[config.mk]
export PLATFORM = sky130hd
export DESIGN_NAME = phy_dsp_dac_config_regs
export DESIGN_NICKNAME = d
export VERILOG_FILES = /design/src/phy_dsp_pkg.sv /design/src/rx_ctl_if.sv /design/src/freeze_decode.sv /design/src/phy_dsp_dac_config_regs.sv
export SDC_FILE = /design/constraint.sdc
export NUM_CORES = 1
export LEC_CHECK = 0
export BUFFER_PORTS_ARGS = -buffer_cell sky130_fd_sc_hd__buf_2
export CAP_MARGIN = 20
export CORE_AREA = 3 3 95 188
export CTS_BUF_LIST = sky130_fd_sc_hd__clkbuf_8
export CTS_CLUSTER_SIZE = 28
export DETAILED_ROUTE_END_ITERATION = 10
export DIE_AREA = 0 0 98 191
export PLACE_DENSITY = 0.57
export SYNTH_ARGS = -nofsm -noshare
export SYNTH_HDL_FRONTEND = slang
export SYNTH_SLANG_ARGS = --single-unit
[constraint.sdc]
create_clock -name i_clk -period 2.25 [get_ports i_clk]
set_input_delay 0.3375 -clock i_clk [delete_from_list [all_inputs] [get_ports i_clk]]
set_output_delay 0.3375 -clock i_clk [all_outputs]
set_load 0.02 [all_outputs]
[src/phy_dsp_pkg.sv]
package phy_dsp_pkg;

  // Register offsets.
  localparam logic [15:0] SPARE_OFFSET = 16'h0308;
  localparam logic [15:0] DAC0_OFFSET = 16'h030B;
  localparam logic [15:0] DAC1_OFFSET = 16'h030C;
  localparam logic [15:0] DSP0_OFFSET = 16'h030F;
  localparam logic [15:0] DSP2_OFFSET = 16'h0311;
  localparam logic [15:0] DSP4_OFFSET = 16'h0313;
  localparam logic [15:0] DSP13_OFFSET = 16'h031C;

  // Reset values of the stored bits.
  localparam logic [15:0] SPARE_RESET = 16'h0000;
  localparam logic [15:0] DAC0_RESET = 16'h0C00;
  localparam logic [15:0] DAC1_RESET = 16'h0020;
  localparam logic [15:0] DSP0_RESET = 16'h0464;
  localparam logic [15:0] DSP2_RESET = 16'h01FC;
  localparam logic [15:0] DSP4_RESET = 16'h06F8;
  localparam logic [15:0] DSP13_RESET = 16'h1101;

  // Writable bits of each register; all others read as zero, except spare bits 0 and 1 (pin status, revision).
  localparam logic [15:0] SPARE_WMASK = 16'hFFFC;
  localparam logic [15:0] DAC0_WMASK = 16'h0FFF;
  localparam logic [15:0] DAC1_WMASK = 16'h003F;
  localparam logic [15:0] DSP0_WMASK = 16'h07FF;
  localparam logic [15:0] DSP2_WMASK = 16'hE1FE;
  localparam logic [15:0] DSP4_WMASK = 16'hFFFF;
  localparam logic [15:0] DSP13_WMASK = 16'hFFFF;

  // Spare register fields.
  localparam int SP_PIN_STATUS_BIT = 0;
  localparam int SP_REVISION_BIT = 1;
  localparam int SP_RMII_CLK_SEL_BIT = 2;
  localparam int SP_RXDIS_FREEZE_BIT = 4;
  localparam int SP_MSE_BYPASS_BIT = 5;
  localparam int SP_STEADY_FREEZE_BIT = 6;
  localparam int SP_COUNT_FREEZE_BIT = 7;
  localparam int SP_TIMER_LONG_BIT = 8;
  localparam int SP_WAIT_FREEZE_LSB = 10;

  // Transmit DAC fields.
  localparam int DAC_LEVEL_W = 6;
  localparam int DAC_MINUS_LSB = 6;
  localparam int DAC_ZERO_LSB = 0;
  localparam int DAC_PLUS_LSB = 0;

  // Equalizer sequence fields.
  localparam int TC_SEL_LSB = 8;
  localparam int TC_SEL_W = 3;
  localparam int FIRST_FREEZE_BIT = 7;
  localparam int SECOND_FREEZE_BIT = 6;
  localparam int THIRD_FREEZE_BIT = 5;
  localparam int CHECK_EN_LSB = 2;
  localparam int CHECK_EN_W = 3;
  localparam int FREQACC_CLR_BIT = 1;
  localparam int DFE_RESET_BIT = 0;

  // Gain and equalizer mode fields.
  localparam int CAGC_LSB = 14;
  localparam int CAGC_W = 2;
  localparam int COEFF_SEL_BIT = 13;
  localparam int COEFF_W = 8;
  localparam int COEFF0_SHORT_LSB = 1;
  localparam int COEFF0_LONG_LSB = 8;
  localparam int COEFF1_SHORT_LSB = 0;

  // Timing loop fields.
  localparam int KP_FORCE_EN_BIT = 15;
  localparam int KF_FORCE_EN_BIT = 14;
  localparam int KP_VAL_LSB = 11;
  localparam int KP_W = 3;
  localparam int KF_VAL_LSB = 7;
  localparam int KF_W = 4;
  localparam int KP_FREEZE_EN_BIT = 6;
  localparam int KP_FREEZE_VAL_BIT = 5;
  localparam int KF_FREEZE_EN_BIT = 4;
  localparam int KF_FREEZE_VAL_BIT = 3;
  localparam int PD_POL_BIT = 2;
  localparam int ENERGY_SEL_BIT = 1;
  localparam int PRECURSOR_EN_BIT = 0;

  // Adaptive loops in freeze order.
  localparam int LOOP_FINE_GAIN = 0;
  localparam int LOOP_FFE = 1;
  localparam int LOOP_DFE = 2;
  localparam int LOOP_KP = 3;
  localparam int LOOP_KF = 4;
  localparam int LOOP_DC = 5;
  localparam int LOOP_COUNT = 6;

  // Refresh freeze timers.
  localparam int CLK_PERIOD_NS = 4;
  localparam int TIMER_SHORT_US = 176;
  localparam int TIMER_LONG_US = 192;
  localparam int TIMER_SHORT_CYCLES = TIMER_SHORT_US * 1000 / CLK_PERIOD_NS;
  localparam int TIMER_LONG_CYCLES = TIMER_LONG_US * 1000 / CLK_PERIOD_NS;
  localparam int TIMER_W = 16;

  typedef enum logic [3:0] {
    SEQ_IDLE = 4'h0,
    SEQ_FFE1 = 4'h1,
    SEQ_FFE2 = 4'h2,
    SEQ_FFE3 = 4'h3,
    SEQ_DEQ_SWEEP = 4'h4,
    SEQ_STEADY = 4'h5,
    SEQ_LPI_FREEZE = 4'h6,
    SEQ_LPI_WAKE = 4'h7,
    SEQ_LPI_WAIT = 4'h8,
    SEQ_LPI_REFRESH = 4'h9
  } seq_state_type;

  typedef enum logic [1:0] {
    MLT3_ZERO = 2'b00,
    MLT3_PLUS = 2'b01,
    MLT3_MINUS = 2'b10
  } mlt3_type;

  typedef enum logic [1:0] {
    CNT_IDLE = 2'b00,
    CNT_RUN = 2'b01,
    CNT_DONE = 2'b10
  } cnt_state_type;

endpackage : phy_dsp_pkg

[src/rx_ctl_if.sv]
`timescale 1ns/1ns
interface rx_ctl_if;
  import phy_dsp_pkg::*;
  logic [15:0] spare;
  seq_state_type seq_state;
  logic rx_disabled;
  logic lpi_entry_pending;
  logic counter_freeze;
  logic [LOOP_COUNT-1:0] freeze;
  logic mse_bypass;
  modport bank (
    output spare, seq_state, rx_disabled, lpi_entry_pending, counter_freeze,
    input freeze, mse_bypass
  );
  modport decode (
    input spare, seq_state, rx_disabled, lpi_entry_pending, counter_freeze,
    output freeze, mse_bypass
  );
endinterface : rx_ctl_if

[src/freeze_decode.sv]
`timescale 1ns/1ns
module freeze_decode (
  rx_ctl_if.decode ctl
);
  import phy_dsp_pkg::*;

  logic freeze_all;
  logic in_wait;

  always_comb begin
    in_wait = (ctl.seq_state == SEQ_LPI_WAIT);
    freeze_all = (ctl.rx_disabled && ctl.spare[SP_RXDIS_FREEZE_BIT])
      || (ctl.seq_state == SEQ_STEADY && ctl.spare[SP_STEADY_FREEZE_BIT]
          && ctl.lpi_entry_pending)
      || ctl.counter_freeze;
    ctl.mse_bypass = ctl.spare[SP_MSE_BYPASS_BIT]
      && (ctl.seq_state == SEQ_LPI_WAKE);
  end

  genvar i;
  generate
    for (i = 0; i < LOOP_COUNT; i = i + 1) begin : g_loop
      assign ctl.freeze[i] = freeze_all
        || (in_wait && ctl.spare[SP_WAIT_FREEZE_LSB + i]);
    end
  endgenerate

endmodule : freeze_decode

[src/phy_dsp_dac_config_regs.sv]
`timescale 1ns/1ns
module phy_dsp_dac_config_regs #(
  parameter int unsigned TIMER_SHORT = phy_dsp_pkg::TIMER_SHORT_CYCLES,
  parameter int unsigned TIMER_LONG = phy_dsp_pkg::TIMER_LONG_CYCLES,
  // Revision indicator; the value is arbitrary.
  parameter logic REVISION_BIT = 1'b0
) (
  // Clock and reset
  input wire logic i_clk,
  input wire logic i_reset,
  // Register access
  input wire logic [15:0] i_reg_addr,
  input wire logic [15:0] i_reg_wdata,
  input wire logic i_reg_write,
  input wire logic i_reg_read,
  output logic [15:0] o_reg_rdata,
  output logic o_reg_rvalid,
  // Receive sequencer status
  input wire phy_dsp_pkg::seq_state_type i_seq_state,
  input wire logic i_receiver_disabled_flag,
  input wire logic i_lpi_entry_pending,
  input wire logic i_deq_iteration,
  input wire logic i_clock_output_pin_status,
  input wire logic [phy_dsp_pkg::KP_W-1:0] i_kp_gain_adaptive,
  input wire logic [phy_dsp_pkg::KF_W-1:0] i_kf_gain_adaptive,
  // Transmit symbol
  input wire phy_dsp_pkg::mlt3_type i_mlt3_symbol,
  output logic [phy_dsp_pkg::DAC_LEVEL_W-1:0] o_dac_level,
  // Receive DSP controls
  output logic o_rmii_rx_clk_sel,
  output logic [phy_dsp_pkg::LOOP_COUNT-1:0] o_loop_freeze,
  output logic o_mse_check_bypass,
  output logic [phy_dsp_pkg::TC_SEL_W-1:0] o_first_adapt_timer_select,
  output logic o_ffe_adapt_freeze,
  output logic [phy_dsp_pkg::CHECK_EN_W-1:0] o_deq_check_enable,
  output logic o_freqacc_clear,
  output logic o_dfe_coeff_reset,
  output logic [phy_dsp_pkg::CAGC_W-1:0] o_cagc_mapping,
  output logic o_deq_coeff_sel,
  output logic [phy_dsp_pkg::COEFF_W-1:0] o_coeff0_short,
  output logic [phy_dsp_pkg::COEFF_W-1:0] o_coeff0_long,
  output logic [phy_dsp_pkg::COEFF_W-1:0] o_coeff1_short,
  output logic [phy_dsp_pkg::KP_W-1:0] o_kp_gain,
  output logic [phy_dsp_pkg::KF_W-1:0] o_kf_gain,
  output logic o_kp_frozen,
  output logic o_kf_frozen,
  output logic o_pd_polarity_invert,
  output logic o_energy_input_sel,
  output logic o_precursor_metric_en
);
  import phy_dsp_pkg::*;

  // Maps an address to a register slot; slot 7 is unmapped.
  function automatic logic [2:0] reg_slot(input logic [15:0] addr);
    case (addr)
      SPARE_OFFSET: reg_slot = 3'h0;
      DAC0_OFFSET: reg_slot = 3'h1;
      DAC1_OFFSET: reg_slot = 3'h2;
      DSP0_OFFSET: reg_slot = 3'h3;
      DSP2_OFFSET: reg_slot = 3'h4;
      DSP4_OFFSET: reg_slot = 3'h5;
      DSP13_OFFSET: reg_slot = 3'h6;
      default: reg_slot = 3'h7;
    endcase
  endfunction : reg_slot

  logic [15:0] spare_reg, spare_next;
  logic [15:0] dac0_reg, dac0_next;
  logic [15:0] dac1_reg, dac1_next;
  logic [15:0] dsp0_reg, dsp0_next;
  logic [15:0] dsp2_reg, dsp2_next;
  logic [15:0] dsp4_reg, dsp4_next;
  logic [15:0] dsp13_reg, dsp13_next;
  logic [15:0] rdata_reg, rdata_next;
  logic rvalid_reg, rvalid_next;

  // Register file: writes keep only the writable bits, reads return zero elsewhere except spare pin status and revision bits.
  always_comb begin
    spare_next = spare_reg;
    dac0_next = dac0_reg;
    dac1_next = dac1_reg;
    dsp0_next = dsp0_reg;
    dsp2_next = dsp2_reg;
    dsp4_next = dsp4_reg;
    dsp13_next = dsp13_reg;
    if (i_reg_write) begin
      case (reg_slot(i_reg_addr))
        3'h0: spare_next = i_reg_wdata & SPARE_WMASK;
        3'h1: dac0_next = i_reg_wdata & DAC0_WMASK;
        3'h2: dac1_next = i_reg_wdata & DAC1_WMASK;
        3'h3: dsp0_next = i_reg_wdata & DSP0_WMASK;
        3'h4: dsp2_next = i_reg_wdata & DSP2_WMASK;
        3'h5: dsp4_next = i_reg_wdata & DSP4_WMASK;
        3'h6: dsp13_next = i_reg_wdata & DSP13_WMASK;
        default: ;
      endcase
    end
    rvalid_next = i_reg_read;
    rdata_next = rdata_reg;
    if (i_reg_read) begin
      case (reg_slot(i_reg_addr))
        3'h0: begin
          rdata_next = spare_reg;
          rdata_next[SP_REVISION_BIT] = REVISION_BIT;
          rdata_next[SP_PIN_STATUS_BIT] = i_clock_output_pin_status;
        end
        3'h1: rdata_next = dac0_reg;
        3'h2: rdata_next = dac1_reg;
        3'h3: rdata_next = dsp0_reg;
        3'h4: rdata_next = dsp2_reg;
        3'h5: rdata_next = dsp4_reg;
        3'h6: rdata_next = dsp13_reg;
        default: rdata_next = 16'h0000;
      endcase
    end
  end

  always_ff @(posedge i_clk) begin
    if (i_reset) begin
      spare_reg <= SPARE_RESET;
      dac0_reg <= DAC0_RESET;
      dac1_reg <= DAC1_RESET;
      dsp0_reg <= DSP0_RESET;
      dsp2_reg <= DSP2_RESET;
      dsp4_reg <= DSP4_RESET;
      dsp13_reg <= DSP13_RESET;
      rdata_reg <= 16'h0000;
      rvalid_reg <= 1'b0;
    end else begin
      spare_reg <= spare_next;
      dac0_reg <= dac0_next;
      dac1_reg <= dac1_next;
      dsp0_reg <= dsp0_next;
      dsp2_reg <= dsp2_next;
      dsp4_reg <= dsp4_next;
      dsp13_reg <= dsp13_next;
      rdata_reg <= rdata_next;
      rvalid_reg <= rvalid_next;
    end
  end

  // Counter-based freeze over the low-power refresh cycle.
  cnt_state_type cnt_state_reg, cnt_state_next;
  logic [TIMER_W-1:0] count_reg, count_next;
  logic [TIMER_W-1:0] count_limit;
  logic in_refresh;

  always_comb begin
    in_refresh = (i_seq_state == SEQ_LPI_REFRESH);
    count_limit = spare_reg[SP_TIMER_LONG_BIT] ? TIMER_W'(TIMER_LONG - 1)
                                               : TIMER_W'(TIMER_SHORT - 1);
    cnt_state_next = cnt_state_reg;
    count_next = count_reg;
    case (cnt_state_reg)
      CNT_IDLE: begin
        if (in_refresh && spare_reg[SP_COUNT_FREEZE_BIT]) begin
          cnt_state_next = CNT_RUN;
          count_next = '0;
        end
      end
      CNT_RUN: begin
        if (!in_refresh) begin
          cnt_state_next = CNT_IDLE;
        end else if (count_reg == count_limit) begin
          cnt_state_next = CNT_DONE;
        end else begin
          count_next = count_reg + 1'b1;
        end
      end
      CNT_DONE: begin
        if (!in_refresh) begin
          cnt_state_next = CNT_IDLE;
        end
      end
      default: cnt_state_next = CNT_IDLE;
    endcase
  end

  always_ff @(posedge i_clk) begin
    if (i_reset) begin
      cnt_state_reg <= CNT_IDLE;
      count_reg <= '0;
    end else begin
      cnt_state_reg <= cnt_state_next;
      count_reg <= count_next;
    end
  end

  rx_ctl_if ctl ();
  assign ctl.spare = spare_reg;
  assign ctl.seq_state = i_seq_state;
  assign ctl.rx_disabled = i_receiver_disabled_flag;
  assign ctl.lpi_entry_pending = i_lpi_entry_pending;
  assign ctl.counter_freeze = (cnt_state_reg == CNT_RUN);

  freeze_decode u_freeze_decode (
    .ctl(ctl.decode)
  );

  // Registered datapath controls.
  logic [DAC_LEVEL_W-1:0] dac_reg, dac_next;
  logic [LOOP_COUNT-1:0] freeze_reg, freeze_next;
  logic mse_bypass_reg, mse_bypass_next;
  logic ffe_freeze_reg, ffe_freeze_next;
  logic [CHECK_EN_W-1:0] check_reg, check_next;
  logic freqacc_reg, freqacc_next;
  logic dfe_rst_reg, dfe_rst_next;
  logic [KP_W-1:0] kp_gain_reg, kp_gain_next;
  logic [KF_W-1:0] kf_gain_reg, kf_gain_next;
  logic kp_frozen_reg, kp_frozen_next;
  logic kf_frozen_reg, kf_frozen_next;

  always_comb begin
    case (i_mlt3_symbol)
      MLT3_MINUS: dac_next = dac0_reg[DAC_MINUS_LSB +: DAC_LEVEL_W];
      MLT3_ZERO: dac_next = dac0_reg[DAC_ZERO_LSB +: DAC_LEVEL_W];
      MLT3_PLUS: dac_next = dac1_reg[DAC_PLUS_LSB +: DAC_LEVEL_W];
      default: dac_next = '0;
    endcase
    freeze_next = ctl.freeze;
    mse_bypass_next = ctl.mse_bypass;
    ffe_freeze_next = ctl.freeze[LOOP_FFE]
      || (i_seq_state == SEQ_FFE1 && dsp0_reg[FIRST_FREEZE_BIT])
      || (i_seq_state == SEQ_FFE2 && dsp0_reg[SECOND_FREEZE_BIT])
      || (i_seq_state == SEQ_FFE3 && dsp0_reg[THIRD_FREEZE_BIT]);
    check_next = (i_seq_state == SEQ_DEQ_SWEEP)
      ? dsp0_reg[CHECK_EN_LSB +: CHECK_EN_W] : '0;
    freqacc_next = i_deq_iteration && dsp0_reg[FREQACC_CLR_BIT];
    dfe_rst_next = i_deq_iteration && dsp0_reg[DFE_RESET_BIT];
    kp_gain_next = dsp13_reg[KP_FORCE_EN_BIT]
      ? dsp13_reg[KP_VAL_LSB +: KP_W] : i_kp_gain_adaptive;
    kf_gain_next = dsp13_reg[KF_FORCE_EN_BIT]
      ? dsp13_reg[KF_VAL_LSB +: KF_W] : i_kf_gain_adaptive;
    kp_frozen_next = ctl.freeze[LOOP_KP]
      || (dsp13_reg[KP_FREEZE_EN_BIT] && dsp13_reg[KP_FREEZE_VAL_BIT]);
    kf_frozen_next = ctl.freeze[LOOP_KF]
      || (dsp13_reg[KF_FREEZE_EN_BIT] && dsp13_reg[KF_FREEZE_VAL_BIT]);
  end

  always_ff @(posedge i_clk) begin
    if (i_reset) begin
      dac_reg <= '0;
      freeze_reg <= '0;
      mse_bypass_reg <= 1'b0;
      ffe_freeze_reg <= 1'b0;
      check_reg <= '0;
      freqacc_reg <= 1'b0;
      dfe_rst_reg <= 1'b0;
      kp_gain_reg <= '0;
      kf_gain_reg <= '0;
      kp_frozen_reg <= 1'b0;
      kf_frozen_reg <= 1'b0;
    end else begin
      dac_reg <= dac_next;
      freeze_reg <= freeze_next;
      mse_bypass_reg <= mse_bypass_next;
      ffe_freeze_reg <= ffe_freeze_next;
      check_reg <= check_next;
      freqacc_reg <= freqacc_next;
      dfe_rst_reg <= dfe_rst_next;
      kp_gain_reg <= kp_gain_next;
      kf_gain_reg <= kf_gain_next;
      kp_frozen_reg <= kp_frozen_next;
      kf_frozen_reg <= kf_frozen_next;
    end
  end

  assign o_reg_rdata = rdata_reg;
  assign o_reg_rvalid = rvalid_reg;
  assign o_dac_level = dac_reg;
  assign o_loop_freeze = freeze_reg;
  assign o_mse_check_bypass = mse_bypass_reg;
  assign o_ffe_adapt_freeze = ffe_freeze_reg;
  assign o_deq_check_enable = check_reg;
  assign o_freqacc_clear = freqacc_reg;
  assign o_dfe_coeff_reset = dfe_rst_reg;
  assign o_kp_gain = kp_gain_reg;
  assign o_kf_gain = kf_gain_reg;
  assign o_kp_frozen = kp_frozen_reg;
  assign o_kf_frozen = kf_frozen_reg;
  assign o_rmii_rx_clk_sel = spare_reg[SP_RMII_CLK_SEL_BIT];
  assign o_first_adapt_timer_select = dsp0_reg[TC_SEL_LSB +: TC_SEL_W];
  // The undefined mapping code 3 falls back to the default mapping.
  assign o_cagc_mapping = (dsp2_reg[CAGC_LSB +: CAGC_W] == 2'h3)
    ? 2'h0 : dsp2_reg[CAGC_LSB +: CAGC_W];
  assign o_deq_coeff_sel = dsp2_reg[COEFF_SEL_BIT];
  assign o_coeff0_short = dsp2_reg[COEFF0_SHORT_LSB +: COEFF_W];
  assign o_coeff0_long = dsp4_reg[COEFF0_LONG_LSB +: COEFF_W];
  assign o_coeff1_short = dsp4_reg[COEFF1_SHORT_LSB +: COEFF_W];
  assign o_pd_polarity_invert = dsp13_reg[PD_POL_BIT];
  assign o_energy_input_sel = dsp13_reg[ENERGY_SEL_BIT];
  assign o_precursor_metric_en = dsp13_reg[PRECURSOR_EN_BIT];
endmodule : phy_dsp_dac_config_regs

* Word-level counts from Yosys, hierarchy flattened *
Cells that the tools add are included.
W data, S select, Z words.

word-level totals
  register bits after elaboration = 149
  input port bits = 53
  output and inout port bits = 79

cells by class
  add/sub/neg operators = 1
  equal/unequal tests = 38
  muxes and demuxes = 18
  bitwise gates (word level) = 1
  reduce and logical (&&, ||, !) cells = 46

operator list
  operator                 number
  $eq A16 B10 Y1 const B   7
  $pmux W16 S7             1
  $mux W16                 3
  $pmux W16 S2             1
  $pmux W3 S7              1
  $eq A3 B3 Y1 const B     6
  $logic_and A1 B1 Y1      18
  $pmux W6 S3              1
  $add A16 B1 Y16 const B  1
  $eq A16 B16 Y1           1
  $reduce_and A2 Y1        7
  $logic_or A1 B1 Y1       13
  $mux W13                 1
  $eq A3 B2 Y1 const B     4
  $eq A4 B3 Y1 const B     3
  $mux W2                  5
  $mux W3                  3
  $eq A4 B2 Y1 const B     2
  $eq A4 B4 Y1 const B     2
  $ne A2 B2 Y1 const B     4
  $eq A2 B2 Y1 const B     3
  $eq A3 B1 Y1 const B     2
  $logic_not A3 Y1         2
  $pmux W2 S3              1
  10 further kinds         12

* Longest topological paths before layout *
  depth after elaboration = 9
  mapped depth = 8
  depth with buffers taken out = 6

* Modules after synthesis *
Synthesis repeated with hierarchy kept, for this count alone.

unflattened totals
  cell total of the unflattened synthesis = 787
  area, all modules = 6517.5 um^2

modules (own cells, without submodules)
  module                   instances  cells an instance  area each (um^2)
  phy_dsp_dac_config_regs  1          768                6399.9
  freeze_decode            1          19                 117.6

* Least setup slack after synthesis *
No wires, ideal clock.

  kind = input to register
  start = in i_reg_addr[13]
  end = reg rdata_reg[0] (netlist: o_reg_rdata[0])
  library setup time = 0.066 ns
  arrival time = 2.048 ns
  data required time = 2.184 ns
  path slack = 0.136 ns
  stages on the path = 7
  path buffers = 2
  path through = or4_4 -> buf_6 -> buf_6 -> or3_4 -> o2bb2a_4 -> a31o_1 -> a21oi_2

on the way
  cells in the longest elaborated chain, start to end = 5
  elaborated cells on any way between the ends = 17

ends and longest elaborated chain
  item                                  line                            RTL
  from (decl)                           phy_dsp_dac_config_regs.sv:12   input wire logic [15:0] i_reg_addr,
  $eq A16 B10 Y1                        phy_dsp_dac_config_regs.sv:55   case (addr)
  $pmux W3 S7 (*)                       phy_dsp_dac_config_regs.sv:55
  $mux W3 (*)                           phy_dsp_dac_config_regs.sv:100  if (i_reg_read) begin
  $eq A3 B3 Y1 (tied with other cells)  phy_dsp_dac_config_regs.sv:101  case (reg_slot(i_reg_addr))
  $pmux W16 S7 (*)                      phy_dsp_dac_config_regs.sv:101
  to (signal assigned)                  phy_dsp_dac_config_regs.sv:137  rdata_reg <= rdata_next;
  to (decl)                             phy_dsp_dac_config_regs.sv:74   logic [15:0] rdata_reg, rdata_next;

Every way passes the cells marked *; elsewhere a longest branch is shown, timed or not. The select of a mux whose other input is x is not followed.
A chain may end at the register's enable or synchronous reset.

* Worst setup path in the final report *
  start = reg count_reg[0]
  end = reg count_reg[5]

on the way
  cells in the longest elaborated chain, start to end = 4
  elaborated cells on any way between the ends = 7

ends and longest elaborated chain
  item                    line                            RTL
  from (decl)             phy_dsp_dac_config_regs.sv:144  logic [TIMER_W-1:0] count_reg, count_next;
  from (signal assigned)  phy_dsp_dac_config_regs.sv:185  count_reg <= count_next;
  $add A16 B1 Y16         phy_dsp_dac_config_regs.sv:167  count_next = count_reg + 1'b1;
  $mux W16                phy_dsp_dac_config_regs.sv:164  end else if (count_reg == count_limit) begin
  $mux W16                phy_dsp_dac_config_regs.sv:162  if (!in_refresh) begin
  $pmux W16 S2            phy_dsp_dac_config_regs.sv:154  case (cnt_state_reg)

Parallel ways exist; a longest one is shown, timed or not. The select of a mux whose other input is x is not followed.

==> results.md <==
* Post-synth EDFFs at 0
* Reg-to-reg endpoint: count_reg[5]
* Vias in the first global route at 6332
* Final #Nets at 1010
* Chip width at between 90 and 100 um
* Switch share at 0.241
* Top Ports at around 130
* Final period util at 0.935
* Wirelength per Cell at approximately 21 um
* Starting Density at 0.396
* Placed wire-length estimate at 19.1 mm
* Crit path from: count_reg[0]
* Syn nets at 837
* Root buf cell: clkbuf_8
* Largest net degree at the start of global routing at 65
* Simple-Gate Fraction of Synth Area at 0.286
* Num CTS Buffers at 17
* Post-synth top area share at 0.451
* Hold Path Class: in2reg
* Reg2Reg Setup Slack at approximately 0.15 ns
* Top_reg_cell synth: dfxtp_1
* CP Capture Type: register
* Die H at 191 um
* Row count at 67
* Mapped Cells at 783
* Fmax at 476 MHz
* I/O Buffers at 131
* Hold_buf cts at 0
* Worst hold slack at 0.111 ns
* Worst setup SP type: register
* Clock period minus final worst setup slack at approximately 2.1 ns
* Commonest cells post-synth: nand2_1 (208), dfxtp_1 (149), a21oi_1 (82)
* Initial antenna violation count at 0
* Total gr overflow at 0
* Clock transition at path regs at ~0.09 ns
* Layout filler cell count at 1675
* Area of the multi-input gates at roughly 3300 um2
* Crit path to: count_reg[5]
* R2R depth at 7
* Post-Synth Adder-Cell Area at 0.00189
* Worst Skew at between 0.015 and 0.02 ns
* Postcts setup bufs at 0
* Seq/Total Area, Yosys at 0.451
* Max FO, Critical Path at 8
* FFs w/ async S/R, synth at 0
* Core Area at about 17000 um2
* Cell Int Power at 4040 uW
* Clock Path Buffers at 2
* VDD IR max at roughly 360 uV
* Synthesis warning total at 0
* Final setup vio count at 0
* Synth area leader: dfxtp_1
* Detailed Route WL at approximately 25 mm
* Psw at 1280 uW
* First-pass GRT wire length at 36.8 mm
* Synth Area in Compound Gates at 0.167
* Via density at 5.49
* Worst Path Required at 2.62 ns
* Via Count at 6460
* Synth cell types at between 60 and 70
* Die area at 18700 um2
* RSZ-0062 raised after global routing: false
* Detailed-router iteration count before antenna repair at 5
* Flop pwr share at 0.497
* Routability cong. at between 1 and 1.5
* Clock Power Share at 0.448
* Pins over their slew limit at 0
* Post-Synth XOR/XNOR Area at 0.0133
* Main area contributors after synthesis: dfxtp_1 (45%), nand2_1 (12%), a21oi_1 (6.2%), nand3_1 (3.0%), mux2i_1 (2.7%)
* CP arrival at 2.47 ns
* Outcome: finished, final reports clean
* Area grow syn2layout at 27.1%
* Largest family of logic cells by synthesized area: simple AND/OR/NAND/NOR gates
* Mux contribution to synthesized area at 0.0307
* Combinational power share at 0.055
* Antenna viol nets, final at 0
* Register area at 2980 um2
* Clk_lat worst skew at around 0.46 ns
* CTS sink count at 149
* Slew margin rel. at 0.398
* H-Tree Depth at 4
* Static Leak at 0.00338 uW
* CTS tree: yes
* Post-route DRC at 0
* DR iter-0 viols at 402
* Most frequent cell after synthesis: nand2_1
* Avg Cell Area, Syn at between 8 and 9 um2
* Reg2reg start: count_reg[0]
* Worst slew pin tran at approximately 0.90 ns
* Total power at 5320 uW
* Pwr per Cell Area at roughly 630 nW/um2
* Share of cells above drive strength 1 at 0.282
* Maxcap violations at 0
* #FFs+latches synth at 149
* Fin. Hold Viols at 0
* Post_cts resized at 0
* N_diodes at 0
* Gr usage total at 0.262
* Mapped Area at between 6000 and 7000 um2
* Type of the worst setup path: reg2reg
-- final cells by class --
class                           instances  area share
Multi-Input combinational cell        569       0.393
Sequential cell                       149       0.355
Timing Repair Buffer                  213       0.165
Clock buffer                           20      0.0328
Tap cell                              207      0.0308
Clock inverter                         12      0.0210
Inverter                                6     0.00268
-- how the worst min path moves through the flow --
stage / startpoint / endpoint / slack (ns) / depth (start not counted)
after CTS: i_kf_gain_adaptive[1] / o_kf_gain[1] / 0.09 / 3
after detailed placement: o_reg_rdata[11] / o_reg_rdata[11] / 0.44 / 2
after global routing: i_kf_gain_adaptive[0] / o_kf_gain[0] / 0.11 / 3
after global placement: o_reg_rdata[6] / o_reg_rdata[6] / 0.43 / 2
after floorplan: ctl.spare[9] / ctl.spare[9] / 0.43 / 2
final: i_kf_gain_adaptive[1] / o_kf_gain[1] / 0.11 / 3
-- critical path, stage by stage (launching register included) --
cell and delay (ns):
dfxtp_1 0.35, ha_1 0.24, nand4_1 0.15, a2111oi_2 0.07, buf_4 0.17, a2111oi_0 0.79
xnor2_1 0.20, nor2_1 0.05
-- power groups by stage --
stage               Clock, uW  Combinational [uW]  Sequential [uW]
global placement            0                 293             2710
floorplan                   0                 118             2720
global route             2530                 313             2650
CTS                      2430                 293             2650
finish                   2380                 295             2650
detailed placement          0                 292             2710
-- routing by layer --
metal,GRT usage,share of wire,up-vias
li1,-,-,3111
met1,0.262,0.35,3055
met2,0.497,0.55,237
met3,0.0526,0.051,57
met4,0.140,0.048,0
met5,0,0,-
-- metrics by stage --
stage          setup TNS, ns  worst slack (ns)  std cells  cell area (um2)  utilization
6_report                   0             0.147       1176             8400        0.503
5_1_grt                    0            0.0738       1176             8400        0.503
4_1_cts                    0             0.171       1176             8400        0.503
3_5_place_dp          -0.770           -0.0510       1144             7950        0.476
3_3_place_gp          -0.600           -0.0837       1144             7950        0.476
2_1_floorplan              0             0.136        783             6610            -
-- cell usage in the layout (no fill, tap or decap), types with 12 or more instances in the layout --
master	n
nand2_1	208
dfxtp_1	149
buf_2	131
a21oi_1	82
buf_4	73
nand3_1	39
nor2_1	39
clkbuf_8	20
mux2i_1	18
a221oi_1	14
and2_1	12
a22oi_1	12
-- logic make-up (layout without fill, tap and decap cells) --
group,count (synthesis),in the layout
and+or+nand+nor,374,374
AOI/OAI and AO/OA,164,164
DFF,149,149
buffers and inverters,65,251
muxes,20,20
xor gates and xnor gates,10,10
adders and majority gates,1,1
(Power assumes the default switching activity.)
